$ cat config.mk
export PLATFORM = sky130hd
export DESIGN_NAME = ddsl_host_flat
export DESIGN_NICKNAME = d
export VERILOG_FILES = /design/src/logic/ddsl_pkg.sv /design/src/logic/ddsl_link_if.sv /design/src/logic/ddsl_host.sv /design/src/flat_wrapper.sv
export SDC_FILE = /design/constraint.sdc
export NUM_CORES = 1
export LEC_CHECK = 0
export CAP_MARGIN = 20
export CORE_UTILIZATION = 62
export CTS_CLUSTER_DIAMETER = 120
export DETAILED_ROUTE_END_ITERATION = 16
export DONT_BUFFER_PORTS = 1
export PLACE_DENSITY_LB_ADDON = 0.15
export SYNTH_ARGS = -nofsm -noshare
export SYNTH_HDL_FRONTEND = slang
export SYNTH_SLANG_ARGS = --single-unit
$ cat constraint.sdc
create_clock -name sys_clk_i -period 2.3 [get_ports sys_clk_i]
set_input_delay 0.23 -clock sys_clk_i [delete_from_list [all_inputs] [get_ports sys_clk_i]]
set_output_delay 0.23 -clock sys_clk_i [all_outputs]
set_load 0.05 [all_outputs]
$ cat src/logic/ddsl_pkg.sv
package ddsl_pkg;
    // serial frame layout
    localparam int FRAME_BITS = 16;
    localparam int CODE_BITS = 12;
    localparam int ADDR_BIT_POS = 15;
    localparam int SHUTDOWN_BIT_POS = 14 - 1;
    localparam int ZERO_BIT_POS = 12;
    localparam int CODE_MSB = 11;
    localparam int BITCNT_W = 5;
    localparam logic [BITCNT_W-1:0] BITCNT_ZERO = 5'h00;
    localparam logic [BITCNT_W-1:0] BITCNT_ONE = 5'h01;
    localparam logic [BITCNT_W-1:0] BITCNT_LAST = 5'h0f;
    localparam logic [BITCNT_W-1:0] BITCNT_FRAME = 5'h10;
    // twos complement zero gives the bipolar-zero level
    localparam logic [CODE_BITS-1:0] ZERO_CODE = 12'h000;
    localparam logic [FRAME_BITS-1:0] SHIFT_RESET = 16'h0000;

    // host register map (byte addresses, one word each)
    localparam int WB_ADR_W = 4;
    localparam logic [WB_ADR_W-1:0] REG_FRAME_ADDR = 4'h0;
    localparam logic [WB_ADR_W-1:0] REG_STATUS_ADDR = 4'h4;
    localparam logic [WB_ADR_W-1:0] REG_RELEASE_ADDR = 4'h8;
    localparam int STATUS_BUSY_POS = 0;
    localparam int STATUS_DROP_POS = 1;
    localparam int STATUS_SHDN_POS = 2;
    localparam int STATUS_SHDN_ADDR_POS = 3;

    // link timing
    localparam int SYS_PERIOD_NS = 50;
    localparam int T_CS_HIGH_NS = 30;
    localparam int CS_HIGH_RAW = (T_CS_HIGH_NS + SYS_PERIOD_NS - 1) / SYS_PERIOD_NS;
    localparam int CS_HIGH_CYCLES = (CS_HIGH_RAW < 1) ? 1 : CS_HIGH_RAW;
    localparam int GAP_W = 4;

    typedef enum logic [1:0] {
        DEV_WAIT_HIGH = 2'b00,
        DEV_ARMED = 2'b01,
        DEV_SHIFT = 2'b10,
        DEV_DONE = 2'b11
    } ddsl_dev_state_t;

    typedef enum logic [1:0] {
        HOST_IDLE = 2'b00,
        HOST_SHIFT = 2'b01,
        HOST_GAP = 2'b10
    } ddsl_host_state_t;
endpackage

$ cat src/logic/ddsl_link_if.sv
`timescale 1ns/100ps
interface ddsl_link_if;
    logic link_clk;
    logic frame_sel_n;
    logic serial_data_in;

    modport host (
        output link_clk,
        output frame_sel_n,
        output serial_data_in
    );

    modport device (
        input link_clk,
        input frame_sel_n,
        input serial_data_in
    );
endinterface

$ cat src/logic/ddsl_host.sv
// Local design decisions: the Wishbone register port and the register addresses.
`timescale 1ns/100ps
module ddsl_host
    import ddsl_pkg::*;
#(
    parameter int HALF_DIV = 1
)
(
    ddsl_link_if.host link,
    input wire logic sys_clk_i,
    input wire logic reset_i,
    input wire logic wb_cyc_i,
    input wire logic wb_stb_i,
    input wire logic wb_we_i,
    input wire logic [WB_ADR_W-1:0] wb_adr_i,
    input wire logic [3:0] wb_sel_i,
    input wire logic [31:0] wb_dat_i,
    output logic [31:0] wb_dat_o,
    output logic wb_ack_o
);

    localparam logic [7:0] DIV_LAST = 8'(HALF_DIV - 1);
    localparam logic [GAP_W-1:0] GAP_MIN = GAP_W'(CS_HIGH_CYCLES);

    logic [7:0] div_cnt_reg;
    logic [7:0] div_cnt_next;
    logic clk_reg;
    logic clk_next;
    logic tick_fall;
    logic tick_rise;

    ddsl_host_state_t state_reg;
    ddsl_host_state_t state_next;
    logic [FRAME_BITS-1:0] word_reg;
    logic [FRAME_BITS-1:0] word_next;
    logic [FRAME_BITS-1:0] tx_reg;
    logic [FRAME_BITS-1:0] tx_next;
    logic [BITCNT_W-1:0] cnt_reg;
    logic [BITCNT_W-1:0] cnt_next;
    logic [GAP_W-1:0] gap_reg;
    logic [GAP_W-1:0] gap_next;
    logic pending_reg;
    logic pending_next;
    logic cs_n_reg;
    logic cs_n_next;
    logic sdo_reg;
    logic sdo_next;
    logic drop_reg;
    logic drop_next;
    logic shdn_reg;
    logic shdn_next;
    logic shdn_addr_reg;
    logic shdn_addr_next;
    logic ack_reg;
    logic ack_next;
    logic [31:0] dat_reg;
    logic [31:0] dat_next;
    logic access;
    logic busy;

    // the link clock runs free so the device sees select high at a rising edge
    always_comb begin
        tick_fall = (div_cnt_reg == DIV_LAST) && clk_reg;
        tick_rise = (div_cnt_reg == DIV_LAST) && !clk_reg;
        div_cnt_next = div_cnt_reg + 8'h01;
        clk_next = clk_reg;
        if (div_cnt_reg == DIV_LAST) begin
            div_cnt_next = 8'h00;
            clk_next = ~clk_reg;
        end
    end

    always_ff @(posedge sys_clk_i) begin
        if (reset_i) begin
            div_cnt_reg <= 8'h00;
            clk_reg <= 1'b0;
        end else begin
            div_cnt_reg <= div_cnt_next;
            clk_reg <= clk_next;
        end
    end

    always_comb begin
        state_next = state_reg;
        word_next = word_reg;
        tx_next = tx_reg;
        cnt_next = cnt_reg;
        gap_next = gap_reg;
        pending_next = pending_reg;
        cs_n_next = cs_n_reg;
        sdo_next = sdo_reg;
        drop_next = drop_reg;
        shdn_next = shdn_reg;
        shdn_addr_next = shdn_addr_reg;
        access = wb_cyc_i && wb_stb_i && !ack_reg;
        busy = pending_reg || (state_reg != HOST_IDLE);
        ack_next = access;
        dat_next = 32'h0000_0000;

        // only the low two byte lanes carry a frame; a write needs both
        if (access && wb_we_i && wb_sel_i[1:0] == 2'b11) begin
            if (wb_adr_i == REG_FRAME_ADDR || wb_adr_i == REG_RELEASE_ADDR) begin
                if (busy) begin
                    drop_next = 1'b1;
                end else begin
                    pending_next = 1'b1;
                    drop_next = 1'b0;
                    word_next = wb_dat_i[FRAME_BITS-1:0];
                    word_next[ZERO_BIT_POS] = 1'b0;
                    if (wb_adr_i == REG_RELEASE_ADDR) begin
                        // release reuses the address of the frame that shut down
                        word_next[ADDR_BIT_POS] = shdn_addr_reg;
                        word_next[SHUTDOWN_BIT_POS] = 1'b0;
                    end
                end
            end
        end else if (access && !wb_we_i) begin
            if (wb_adr_i == REG_FRAME_ADDR) begin
                dat_next[FRAME_BITS-1:0] = word_reg;
            end else if (wb_adr_i == REG_STATUS_ADDR) begin
                dat_next[STATUS_BUSY_POS] = busy;
                dat_next[STATUS_DROP_POS] = drop_reg;
                dat_next[STATUS_SHDN_POS] = shdn_reg;
                dat_next[STATUS_SHDN_ADDR_POS] = shdn_addr_reg;
            end
        end

        case (state_reg)
            HOST_IDLE: begin
                if (pending_reg && tick_fall) begin
                    // select falls with the top bit already on the data line
                    cs_n_next = 1'b0;
                    sdo_next = word_reg[FRAME_BITS-1];
                    tx_next = {word_reg[FRAME_BITS-2:0], 1'b0};
                    cnt_next = BITCNT_ONE;
                    pending_next = 1'b0;
                    state_next = HOST_SHIFT;
                    if (word_reg[SHUTDOWN_BIT_POS]) begin
                        shdn_next = 1'b1;
                        shdn_addr_next = word_reg[ADDR_BIT_POS];
                    end else if (word_reg[ADDR_BIT_POS] == shdn_addr_reg) begin
                        shdn_next = 1'b0;
                    end
                end
            end
            HOST_SHIFT: begin
                if (tick_fall) begin
                    if (cnt_reg == BITCNT_FRAME) begin
                        // 16 rising edges done: raise select before any new frame
                        cs_n_next = 1'b1;
                        gap_next = {GAP_W{1'b0}};
                        state_next = HOST_GAP;
                    end else begin
                        sdo_next = tx_reg[FRAME_BITS-1];
                        tx_next = {tx_reg[FRAME_BITS-2:0], 1'b0};
                        cnt_next = cnt_reg + BITCNT_ONE;
                    end
                end
            end
            HOST_GAP: begin
                if (gap_reg != GAP_MIN) begin
                    gap_next = gap_reg + {{(GAP_W-1){1'b0}}, 1'b1};
                end
                // a rising edge with select high re-arms the device
                if (tick_rise && gap_reg == GAP_MIN) begin
                    state_next = HOST_IDLE;
                end
            end
            default: begin
                state_next = HOST_IDLE;
            end
        endcase
    end

    always_ff @(posedge sys_clk_i) begin
        if (reset_i) begin
            state_reg <= HOST_IDLE;
            word_reg <= SHIFT_RESET;
            tx_reg <= SHIFT_RESET;
            cnt_reg <= BITCNT_ZERO;
            gap_reg <= {GAP_W{1'b0}};
            pending_reg <= 1'b0;
            cs_n_reg <= 1'b1;
            sdo_reg <= 1'b0;
            drop_reg <= 1'b0;
            shdn_reg <= 1'b0;
            shdn_addr_reg <= 1'b0;
            ack_reg <= 1'b0;
            dat_reg <= 32'h0000_0000;
        end else begin
            state_reg <= state_next;
            word_reg <= word_next;
            tx_reg <= tx_next;
            cnt_reg <= cnt_next;
            gap_reg <= gap_next;
            pending_reg <= pending_next;
            cs_n_reg <= cs_n_next;
            sdo_reg <= sdo_next;
            drop_reg <= drop_next;
            shdn_reg <= shdn_next;
            shdn_addr_reg <= shdn_addr_next;
            ack_reg <= ack_next;
            dat_reg <= dat_next;
        end
    end

    assign link.link_clk = clk_reg;
    assign link.frame_sel_n = cs_n_reg;
    assign link.serial_data_in = sdo_reg;
    assign wb_ack_o = ack_reg;
    assign wb_dat_o = dat_reg;

endmodule

$ cat src/flat_wrapper.sv
// flat-port wrapper written by rule: the top's interface ports become plain ports
module ddsl_host_flat import ddsl_pkg::*;
#(
    parameter int HALF_DIV = 1
)
  (sys_clk_i, reset_i, wb_cyc_i, wb_stb_i, wb_we_i, wb_adr_i, wb_sel_i, wb_dat_i, wb_dat_o, wb_ack_o, link_link_clk, link_frame_sel_n, link_serial_data_in);
  ddsl_link_if link_i ();
  input wire logic sys_clk_i;
  input wire logic reset_i;
  input wire logic wb_cyc_i;
  input wire logic wb_stb_i;
  input wire logic wb_we_i;
  input wire logic [WB_ADR_W-1:0] wb_adr_i;
  input wire logic [3:0] wb_sel_i;
  input wire logic [31:0] wb_dat_i;
  output logic [31:0] wb_dat_o;
  output logic wb_ack_o;
  output wire logic [$bits(link_i.link_clk)-1:0] link_link_clk;
  output wire logic [$bits(link_i.frame_sel_n)-1:0] link_frame_sel_n;
  output wire logic [$bits(link_i.serial_data_in)-1:0] link_serial_data_in;
  assign link_link_clk = link_i.link_clk;
  assign link_frame_sel_n = link_i.frame_sel_n;
  assign link_serial_data_in = link_i.serial_data_in;
  ddsl_host #(.HALF_DIV(HALF_DIV)) u_core (.link(link_i), .sys_clk_i(sys_clk_i), .reset_i(reset_i), .wb_cyc_i(wb_cyc_i), .wb_stb_i(wb_stb_i), .wb_we_i(wb_we_i), .wb_adr_i(wb_adr_i), .wb_sel_i(wb_sel_i), .wb_dat_i(wb_dat_i), .wb_dat_o(wb_dat_o), .wb_ack_o(wb_ack_o));
endmodule
# Word level (Yosys, flattened, before mapping)
# Index checks and enable logic that the tools add are counted.
# op_classes
n_addsub,3
eq_ne,15
n_mux,37
bitwise,4
reduce_logical,32
# op_table
operator,n
two-way mux 16 bit,3
case mux 16 bit (2 select lines),1
two-way mux 4 bit,5
two-way mux 1 bit,16
AND reduction 4 bit,4
two-way mux 5 bit,3
"inequality test 2 x 1 -> 1 bit, second input constant",5
case mux 5 bit (2 select lines),1
logical AND 1 bit,9
AND reduction 3 bit,3
"adder 8 x 1 -> 8 bit, second input constant",1
logical NOT 8 bit,1
two-way mux 2 bit,4
case mux 4 bit (2 select lines),1
nonzero test 2 bit,4
case mux 2 bit (3 select lines),1
"adder 5 x 1 -> 5 bit, second input constant",1
"== test 5 bit, second input constant",1
"adder 4 x 1 -> 4 bit, second input constant",1
"== test 2 bit, second input constant",2
"== test 4 x 1 -> 1 bit, second input constant",1
"== test 4 x 3 -> 1 bit, second input constant",1
"== test 4 bit, second input constant",1
logical NOT 4 bit,1
other kinds (13),20
# word_totals
out_inout_bits,36
elab_cells,108
register_bits,89

# Longest topological paths before layout
# Gate-level depths: netlist of run 1.
# depth
depth_word,7
ltp_mapped,8

# Worst setup path before layout of run 1
# Ideal clock, no wire load.
# synth_timing
kind,register to register
from,reg u_core.clk_reg (netlist: u_core.link.link_clk)
to,reg u_core.cnt_reg[0]
path_stages_with_launch,7
required_time_ns,2.209
slack_ns,0.398
setup_ns,0.091
synth_period_minus_slack_ns,1.902
arrival_ns,1.812
cell_sequence,dfxtp_1 -> nor4bb_1 -> and2_1 -> buf_2 -> buf_2 -> a21oi_1 -> a311oi_1
# synth_via
elab_chain_cells,4
elab_cells_between_ends,5
classes_between,eq/ne: 2; reduce/logical: 3
# synth_lines
element,line_no,source
from (decl),ddsl_host.sv:27,logic clk_reg;
from (signal assigned),ddsl_host.sv:79,clk_reg <= clk_next;
logical AND 1 bit *,ddsl_host.sv:63,tick_fall = (div_cnt_reg == DIV_LAST) && clk_reg;
logical AND 1 bit,ddsl_host.sv:130,if (pending_reg && tick_fall) begin
inequality test 2 x 1 -> 1 bit (no line),n/a,
AND reduction 4 bit (no line) *,n/a,
to (signal assigned),ddsl_host.sv:194,cnt_reg <= cnt_next;
to (decl),ddsl_host.sv:38,logic [BITCNT_W-1:0] cnt_reg;
# Mark *: on every way between the ends. The rest lies on a longest branch, timed or not.
# A chain may end at the register's enable or synchronous reset.

# Final worst setup path of run 1
# layout_timing
from,reg u_core.state_reg[1]
to,reg u_core.word_reg[3]
# layout_via
elab_chain_cells,4
# layout_lines
element,line_no,source
from (decl),ddsl_host.sv:32,ddsl_host_state_t state_reg;
from (signal assigned),ddsl_host.sv:191,state_reg <= state_next;
nonzero test 2 bit,ddsl_host.sv:96,busy = pending_reg || (state_reg != HOST_IDLE);
logical OR 1 bit,ddsl_host.sv:96,
NOT 1 bit (no line),n/a,
AND reduction 3 bit (no line),n/a,
to (signal assigned),ddsl_host.sv:192,word_reg <= word_next;
to (decl),ddsl_host.sv:34,logic [FRAME_BITS-1:0] word_reg;
# No other way between the ends.

==> summary.md, run 1 <==
| Metric | Value |
|---|---|
| Pleak | `1.188 nW` |
| Status | `completed` |
| Routed wire length | `5696 um` |
| DP Wirelength | `3762 um` |
| Avg WL per Cell | `14.17 um` |
| CTS tree | `done` |
| Clock Skews | `6.945 ps` |
| Post-place setup slack | `362.9 ps` |
| Min setup slack post-route | `337.8 ps` |
| Post-Layout Cell Count | `402` |
| Slew Viols, Final | `0` |
| FILL cells | `401` |
| Placed Instance Area | `3094 um2` |
| First-pass GRT wire length | `9577 um` |
| Total Routing Usage GR | `23.83%` |
| Synth top cells by count | `dfxtp_1, a21oi_1, nand2_1` |
| Flops & latches, synth | `72` |
| WP data arrival | `2180 ps` |
| Post-CTS Setup Inserts | `0` |
| CP Depth | `4` |
| Residual overflow from global routing | `0` |
| Cells along the critical path | `or3_1 > or4_1 > nand2_1 > a21oi_1` |
| Ant diodes | `0` |
| Max-slew headroom | `63.71%` |
| Peak VDD IR | `0.0004872 V` |
| CTS H-tree depth | `3` |
| Post-synth EDFFs | `0` |
| RSZ-0062 raised after global routing | `false` |
| Vias in the first global route | `2,119` |
| GP Congestion | `0.7569` |
| HP Class | `primary input to register` |
| Fin util | `68.61%` |
| Ys Warns | `0` |
| Num CTS Buffers | `9` |
| Rows | `25` |
| Post-route clock period utilization | `85.31%` |
| Tmin final | `1962 ps` |
| Slowest stage delay, CP | `770 ps` |
| Cts hold-fix bufs | `1` |
| Mapped Cells | `331` |
| Ports | `81` |
| Gates resized, CTS repair | `0` |
| Total power | `2.178 mW` |
| Die W | `72.53 um` |
| Core area | `4755 um2` |
| Synthesized area | `3084 um2` |
| Worst-path clk slew | `60 ps` |
| Distinct cells, synth | `48` |
| Yosys top cell by area | `dfxtp_1` |
| Worst setup path endpoint | `u_core.word_reg[3]` |
| Register area share after synthesis | `46.73%` |
| Share of cells above drive strength 1 | `10.45%` |
| Worst path top cell family by delay | `simple AND/OR/NAND/NOR gates` |
| Hold slack final | `28.76 ps` |
| Fin nets | `385` |
| Post-route ant nets | `0` |
| Clock Latency Late Sink | `340 ps` |
| Hold Fails Final Rpt | `0` |
| Setup TNS | `0 ps` |
| Crit end category | `register` |
| Critical path buffers and inverters | `0` |
| Critical path launch point | `u_core.state_reg[1]` |
| CP max stage cell | `or4_1` |
| Clock Path Buffers | `2` |
| Starting Density | `64.87%` |
| Worst-Margin Slew | `539.4 ps` |
| Final setup viols | `0` |
| Via count | `2,242` |
| Top post-synthesis cells by area | `dfxtp_1, a21oi_1, mux2i_1, buf_4, a211oi_1` |
| Largest fanout on the critical path | `14` |
| Port bufs | `0` |
| Fmax | `509.6 MHz` |
| Crit path kind | `register to register` |
| Clock root cell | `clkbuf_8` |
| Die ar. | `5261 um2` |
| Die Y-Extent | `72.53 um` |
| DR pass1 iterations | `5` |
| Post-Place Cells | `389` |
| Crit path required time | `2520 ps` |
| Ys async rst share | `0%` |
| FF-to-FF path depth | `4` |
| Worst R2R End | `u_core.word_reg[3]` |
| Reg2Reg Setup Slack | `340 ps` |
| Clock sinks | `72` |
| Final non-filler cell area | `3262 um2` |
| Share of the synthesized area in the top cell type | `46.73%` |
| PD cells | `667.6 nW/um2` |
| Max-cap viol count | `0` |
| Worst r2r src | `u_core.state_reg[1]` |
| Most numerous cell in the Yosys netlist | `dfxtp_1` |
| DRT iter0 DRCs | `121` |
| Avg Synthesized Cell Area | `9.318 um2` |
| Crit path launch type | `register` |
| Synth-to-layout area growth | `5.761%` |
| Most used flip-flop cell after synthesis | `dfxtp_1` |
| Initial antenna violation count | `0` |
| Largest net degree at the start of global routing | `44` |
| Remaining DRCs | `0` |
| Vias per cell | `5.577` |
[kinds of logic (layout without fill, tap and decap cells)]
group                      Yosys count  count (layout)  share of synthesized area [%]
DFF                                 72              72                          46.73
and+or+nand+nor                    109             109                          18.99
xor gates and xnor gates            11              11                          3.124
muxes                               17              17                          5.517
adders and majority gates            6               6                          2.434
buffers and inverters               42              30                          7.748
AOI/OAI and AO/OA                   73              73                          15.33
other                                1              17                         0.1216
[where the power goes]
part           switching, mW  total (mW)  leakage (nW)  internal [mW]
Sequential           0.00200        1.25         0.580           1.25
Combinational          0.104       0.125         0.528         0.0206
Clock                  0.409       0.801        0.0797          0.393
Total                  0.515        2.18          1.19           1.66
[routing by layer]
| metal | vias to the layer above | wire [um] | global-route usage [%] |
|---|---|---|---|
| met3 | 7 | 329 | 9.306 |
| met1 | 1057 | 2680 | 29.60 |
| met4 | 0 | 54 | 7.843 |
| met2 | 58 | 2631 | 37.90 |
| met5 | - | 0 | 0 |
| li1 | 1120 | - | - |
[cells in the final DEF, fill, tap and decap left out, types with 2 or more instances in the layout]
master / instances
dfxtp_1: 72
a21oi_1: 34
nand2_1: 31
nor2_1: 24
mux2i_1: 17
conb_1: 17
a211oi_1: 16
and2_1: 14
buf_4: 11
clkbuf_8: 10
nand3_1: 9
xor2_1: 7
a22o_1: 7
inv_1: 6
ha_1: 6
nor2b_1: 4
xnor2_1: 4
nand4_1: 4
nor3_1: 3
or4_1: 2
or3b_2: 2
nor4bb_1: 2
a31o_2: 2
nand2b_1: 2
a21o_1: 2
and3_1: 2
a31oi_1: 2
o21ai_0: 2
o31ai_1: 2
clkinv_2: 2
[worst reg2reg max path: stages, from the launching register on]
cell,delay [ps]
dfxtp_1,360
or3_1,470
or4_1,770
nand2_1,180
a21oi_1,70
[worst min path at each step]
stage | start | end | cells after the start
floorplan | wb_dat_i[0] | u_core.word_reg[0] | 2
global placement | reset_i | u_core.word_reg[0] | 1
detailed placement | reset_i | u_core.word_reg[1] | 1
CTS | wb_dat_i[11] | u_core.word_reg[11] | 2
global route | wb_dat_i[11] | u_core.word_reg[11] | 2
finish | wb_dat_i[0] | u_core.word_reg[0] | 2
[area by class of cell]
class                      count  area, um2  area share (%)
inverter                       6      22.52          0.6904
multi-input combinational    233       1464           44.88
timing repair buffer          12      102.6           3.145
clock inverter                 2      10.01          0.3069
tap                           67      83.83           2.570
sequential                    72       1441           44.19
clock buffer                  10      137.6           4.219
Power figures use the tool's default switching activity.
==> run 2: changes to the inputs <==
Settings changed: CELL_PAD_IN_SITES_DETAIL_PLACEMENT from default to 1, CELL_PAD_IN_SITES_GLOBAL_PLACEMENT from default to 2, CORE_UTILIZATION 62 to 37.
==> summary.md, run 2 (synthesis gave the netlist of run 1 again) <==
| Metric | Value |
|---|---|
| DR pass1 iterations | `6 (+1)` |
| RSZ-0062 raised after global routing | `false` |
| Cts hold-fix bufs | `1 (unchanged)` |
| Most frequent cells in the layout | `dfxtp_1, a21oi_1, nand2_1, nor2_1` |
| Num CTS Buffers | `9 (unchanged)` |
| Fin nets | `386 (+0.26%)` |
| Combinational share of power | `5.3% (-0.4 points)` |
| Worst-Margin Slew | `602.9 ps (+63.44 ps)` |
| WP data arrival | `2220 ps (+40 ps)` |
| Crit end category | `register` |
| Peak VDD IR | `0.0002784 V (-43%)` |
| Avg WL per Cell | `15.80 um (+11%)` |
| Clock Latency Late Sink | `340 ps (about the same)` |
| Hold slack final | `24.25 ps (-4.514 ps)` |
| Largest net degree at the start of global routing | `44 (unchanged)` |
| Remaining DRCs | `0 (unchanged)` |
| Crit path launch type | `register` |
| Largest fanout on the critical path | `26 (+12)` |
| Die ar. | `8705 um2 (+65%)` |
| Net Sw Frac | `24.91% (+1.3 points)` |
| Via count | `2,239 (-0.13%)` |
| PD cells | `692.2 nW/um2 (+3.7%)` |
| Vias per cell | `5.066 (-9.2%)` |
| GP Congestion | `0.7208 (-4.8%)` |
| Share of power burned in registers | `53.6% (-3.9 points)` |
| Crit path required time | `2530 ps (about the same)` |
| HP Class | `primary input to register` |
| Post-Place Cells | `425 (+9.3%)` |
| Int Pwr | `1.753 mW (+5.4%)` |
| Post-route clock period utilization | `86.77% (+1.5 points)` |
| Tmin final | `1996 ps (+33.44 ps)` |
| Post-CTS Setup Inserts | `0 (unchanged)` |
| Detail Route met3 WL | `271 um (-18%)` |
| DRT iter0 DRCs | `75 (-38%)` |
| Most common cell after layout, fill and taps aside | `dfxtp_1` |
| Max-slew headroom | `59.81% (-3.9 points)` |
| Slowest stage delay, CP | `450 ps (-320 ps)` |
| Clock root cell | `clkbuf_8` |
| NetSw | `0.5815 mW (+13%)` |
| Worst-path clk slew | `80 ps (+20 ps)` |
| Die Y-Extent | `93.30 um (+29%)` |
| Starting Density | `39.10% (-26 points)` |
| Ant diodes | `0 (unchanged)` |
| Pleak | `1.211 nW (+2.0%)` |
| Worst path top cell family by delay | `simple AND/OR/NAND/NOR gates` |
| DP Wirelength | `4612 um (+23%)` |
| Critical path buffers and inverters | `2 (+2)` |
| Fmax | `501.1 MHz (-1.7%)` |
| Core area | `7888 um2 (+66%)` |
| Share of cells above drive strength 1 | `11.47% (+1.0 points)` |
| Residual overflow from global routing | `0 (unchanged)` |
| Gates resized, CTS repair | `0 (unchanged)` |
| Clock power frac | `41.1% (+4.3 points)` |
| Post-Layout Cell Count | `442 (+10%)` |
| Clock Skews | `7.873 ps (+0.9282 ps)` |
| Clock Path Buffers | `2 (unchanged)` |
| Port bufs | `0 (unchanged)` |
| Die W | `93.30 um (+29%)` |
| Rows | `32 (+28%)` |
| Routed met1 length | `3573 um (+33%)` |
| Post-route ant nets | `0 (unchanged)` |
| Max-cap viol count | `0 (unchanged)` |
| Cells along the critical path | `inv_1 > ha_1 > nor4bb_1 > and2_1 > buf_4 > o211ai_1 > a22o_1` |
| Initial antenna violation count | `0 (unchanged)` |
| Ports | `81 (unchanged)` |
| FILL cells | `911 (+130%)` |
| CTS H-tree depth | `3 (unchanged)` |
| Routed wire length | `6982 um (+23%)` |
| CTS tree | `done` |
| Slew Viols, Final | `0 (unchanged)` |
| Highest metal used | `met4` |
| Vias in the first global route | `2,253 (+6.3%)` |
| Crit path kind | `register to register` |
| Setup TNS | `0 ps (unchanged)` |
| Clock sinks | `72 (unchanged)` |
| Status | `completed` |
| WL met2 | `3077 um (+17%)` |
| Synth-to-layout area growth | `9.330%` |
| First-pass GRT wire length | `11,450 um (+20%)` |
| Final setup viols | `0 (unchanged)` |
| Hold Fails Final Rpt | `0 (unchanged)` |
| Total Routing Usage GR | `17.26% (-6.6 points)` |
| CP max stage cell | `nor4bb_1` |
| Fin util | `42.75% (-26 points)` |
[run 2: cell count changes in the layout (fill, tap and decap cells not counted), sizes merged]
cell,previous run,this run
clkbuf,10,13
buf,12,13
clkinvlp,0,1
[run 2: worst paths after layout]
kind                         start                  to  slack, ps  cells after the start
min reg2reg     u_core.word_reg[7]  u_core.word_reg[7]        470                      2
max reg2reg  u_core.div_cnt_reg[0]   u_core.cnt_reg[2]        300                      7
max          u_core.div_cnt_reg[0]   u_core.cnt_reg[2]        300                      7
min                    wb_dat_i[6]  u_core.word_reg[6]         20                      2
[run 2: metrics by stage]
step                power [mW]  cell area, um2  setup slack [ps]
floorplan                1.410            3144             397.5
global placement         1.388            3158             339.4
detailed placement       1.388            3158             311.4
CTS                      2.373            3372             250.1
global route             2.435            3372             63.20
finish                   2.334            3372             304.3
[run 2: layout make-up]
cell class | instances | area [um2] | share of cell area (%)
multi-input cells | 233 | 1464 | 43.41
flip-flops and latches | 72 | 1441 | 42.75
clock buffers | 13 | 168.9 | 5.009
well taps | 102 | 127.6 | 3.785
repair buffers | 13 | 122.6 | 3.636
clock inverters | 3 | 25.02 | 0.7421
inverters | 6 | 22.52 | 0.6679
[run 2: metal layers]
| layer | vias to the layer above | track usage (%) |
|---|---|---|
| li1 | 1130 | - |
| met1 | 1051 | 23.54 |
| met2 | 53 | 26.90 |
| met3 | 5 | 4.065 |
| met4 | 0 | 5.385 |
| met5 | - | 0 |
[run 2: power by group through the flow]
stage               clock network (mW)  logic (mW)  registers (mW)
floorplan                            0       0.122            1.29
global placement                     0       0.108            1.28
detailed placement                   0       0.107            1.28
CTS                              0.997       0.125            1.25
global route                      1.05       0.131            1.25
finish                           0.959       0.124            1.25
==> run 3: changes to the inputs <==
Settings changed: CORE_ASPECT_RATIO from default to 1.1.
==> summary.md, run 3 (synthesis gave the netlist of run 1 again) <==
| Metric | Value |
|---|---|
| Num CTS Buffers | `9 (unchanged)` |
| Post-route ant nets | `0 (unchanged)` |
| Total power | `2.533 mW (+8.5%)` |
| Post-place setup slack | `347.4 ps (+36.01 ps)` |
| Final setup viols | `0 (unchanged)` |
| DRT iter0 DRCs | `64 (-15%)` |
| Crit path kind | `register to register` |
| Fmax | `513.0 MHz (+2.4%)` |
| Die W | `89.05 um (-4.6%)` |
| Clock Skews | `10.70 ps (+2.823 ps)` |
| WP data arrival | `2200 ps (-20 ps)` |
| Starting Density | `38.56% (-0.54 points)` |
| Worst-Margin Slew | `532.3 ps (-70.52 ps)` |
| Placed Instance Area | `3161 um2 (about the same)` |
| Tmin final | `1949 ps (-46.44 ps)` |
| Crit end category | `register` |
| Port bufs | `0 (unchanged)` |
| Clock sinks | `72 (unchanged)` |
| Min setup slack post-route | `350.8 ps (+46.44 ps)` |
| Status | `completed` |
| Crit path required time | `2550 ps (+20 ps)` |
| Most frequent cells in the layout | `dfxtp_1, a21oi_1, nand2_1, nor2_1` |
| Die Y-Extent | `97.76 um (+4.8%)` |
| CTS H-tree depth | `3 (unchanged)` |
| Final non-filler cell area | `3413 um2 (+1.2%)` |
| Ports | `81 (unchanged)` |
| PD cells | `742.2 nW/um2 (+7.2%)` |
| Rows | `34 (+6.3%)` |
| Core area | `7998 um2 (+1.4%)` |
| Clock Path Buffers | `2 (unchanged)` |
| Multi-input gate area | `1464 um2 (unchanged)` |
| Post-Place Cells | `432 (+1.6%)` |
| Worst-path clk slew | `70 ps (about the same)` |
| GR Layer Usage met1 | `23.44% (-0.10 points)` |
| Share of cells above drive strength 1 | `11.44% (-0.034 points)` |
| Slew Viols, Final | `0 (unchanged)` |
| Global routing's busiest layer | `met2` |
| Max-slew headroom | `64.46% (+4.7 points)` |
| FILL cells | `967 (+6.1%)` |
| Pleak | `1.233 nW (+1.8%)` |
| Peak VDD IR | `0.0003280 V (+18%)` |
| Hold slack final | `25.75 ps (+1.500 ps)` |
| Die ar. | `8705 um2 (about the same)` |
| GRT met2 Usage | `24.79% (-2.1 points)` |
| HP Class | `primary input to register` |
| RSZ-0062 raised after global routing | `false` |
| Crit path launch type | `register` |
| Max-cap viol count | `0 (unchanged)` |
| Largest fanout on the critical path | `10 (-62%)` |
| Remaining DRCs | `0 (unchanged)` |
| Ant diodes | `0 (unchanged)` |
| Vias in the first global route | `2,299 (+2.0%)` |
| Setup TNS | `0 ps (unchanged)` |
| Synth-to-layout area growth | `10.67%` |
| Via count | `2,254 (+0.67%)` |
| Largest net degree at the start of global routing | `44 (unchanged)` |
| Fin nets | `387 (+0.26%)` |
| Global Route met3 Usage | `4.734% (+0.67 points)` |
| Total Routing Usage GR | `17.06% (-0.20 points)` |
| Routed wire length | `6823 um (-2.3%)` |
| FF+latch area | `1441 um2 (unchanged)` |
| Hold Fails Final Rpt | `0 (unchanged)` |
| Initial antenna violation count | `0 (unchanged)` |
| Post-Layout Cell Count | `449 (+1.6%)` |
| Clock root cell | `clkbuf_8` |
| Post-route clock period utilization | `84.75% (-2.0 points)` |
| Vias per cell | `5.020 (-0.90%)` |
| DP Wirelength | `4631 um (+0.42%)` |
| Residual overflow from global routing | `0 (unchanged)` |
| Gates resized, CTS repair | `0 (unchanged)` |
| DR pass1 iterations | `4 (-2)` |
| GP Congestion | `0.6925 (-3.9%)` |
| Fin util | `42.68% (-0.072 points)` |
| First-pass GRT wire length | `11,230 um (-1.9%)` |
| Clock Latency Late Sink | `340 ps (about the same)` |
| Avg WL per Cell | `15.20 um (-3.8%)` |
| CTS tree | `done` |
| Most common cell after layout, fill and taps aside | `dfxtp_1` |
run 3: per-layer routing:
metal	vias up	wire length [um]
li1	1130	-
met1	1067	3330
met2	48	3012
met3	9	382
met4	0	97
met5	-	0
run 3: path summary, 6_finish.rpt:
check                             start                 end  cells after the start  slack [ps]
hold / removal              wb_dat_i[5]  u_core.word_reg[5]                      2          30
hold reg to reg      u_core.word_reg[9]  u_core.word_reg[9]                      2         470
setup reg to reg  u_core.div_cnt_reg[0]    u_core.tx_reg[6]                      7         350
setup / recovery  u_core.div_cnt_reg[0]    u_core.tx_reg[6]                      7         350
run 3: what timing repair did:
action | 4_1_cts | 5_1_grt
setup buffers | 0 | 0
hold buffers | 1 | 0
endpoints found under the hold margin | 43 | 0
run 3: worst max-delay path, cell delays in order, from the launching register on:
cell      delay (ps)
dfxtp_1          350
inv_1             70
ha_1             150
nor4bb_1         340
and2_1           410
buf_4            250
a21oi_1           80
a211oi_1         230
run 3: cell type report:
| class | count | share of cell area (%) |
|---|---|---|
| Clock buffer | 14 | 5.059 |
| Clock inverter | 2 | 1.760 |
| Inverter | 6 | 0.6598 |
| Multi-Input combinational cell | 233 | 42.89 |
| Sequential cell | 72 | 42.23 |
| Tap cell | 108 | 3.959 |
| Timing Repair Buffer | 14 | 3.446 |
run 3: power by group:
group          leakage, nW  internal (mW)  switching (mW)
Combinational        0.536         0.0219           0.106
Clock                0.117          0.702           0.453
Sequential           0.580           1.25         0.00224
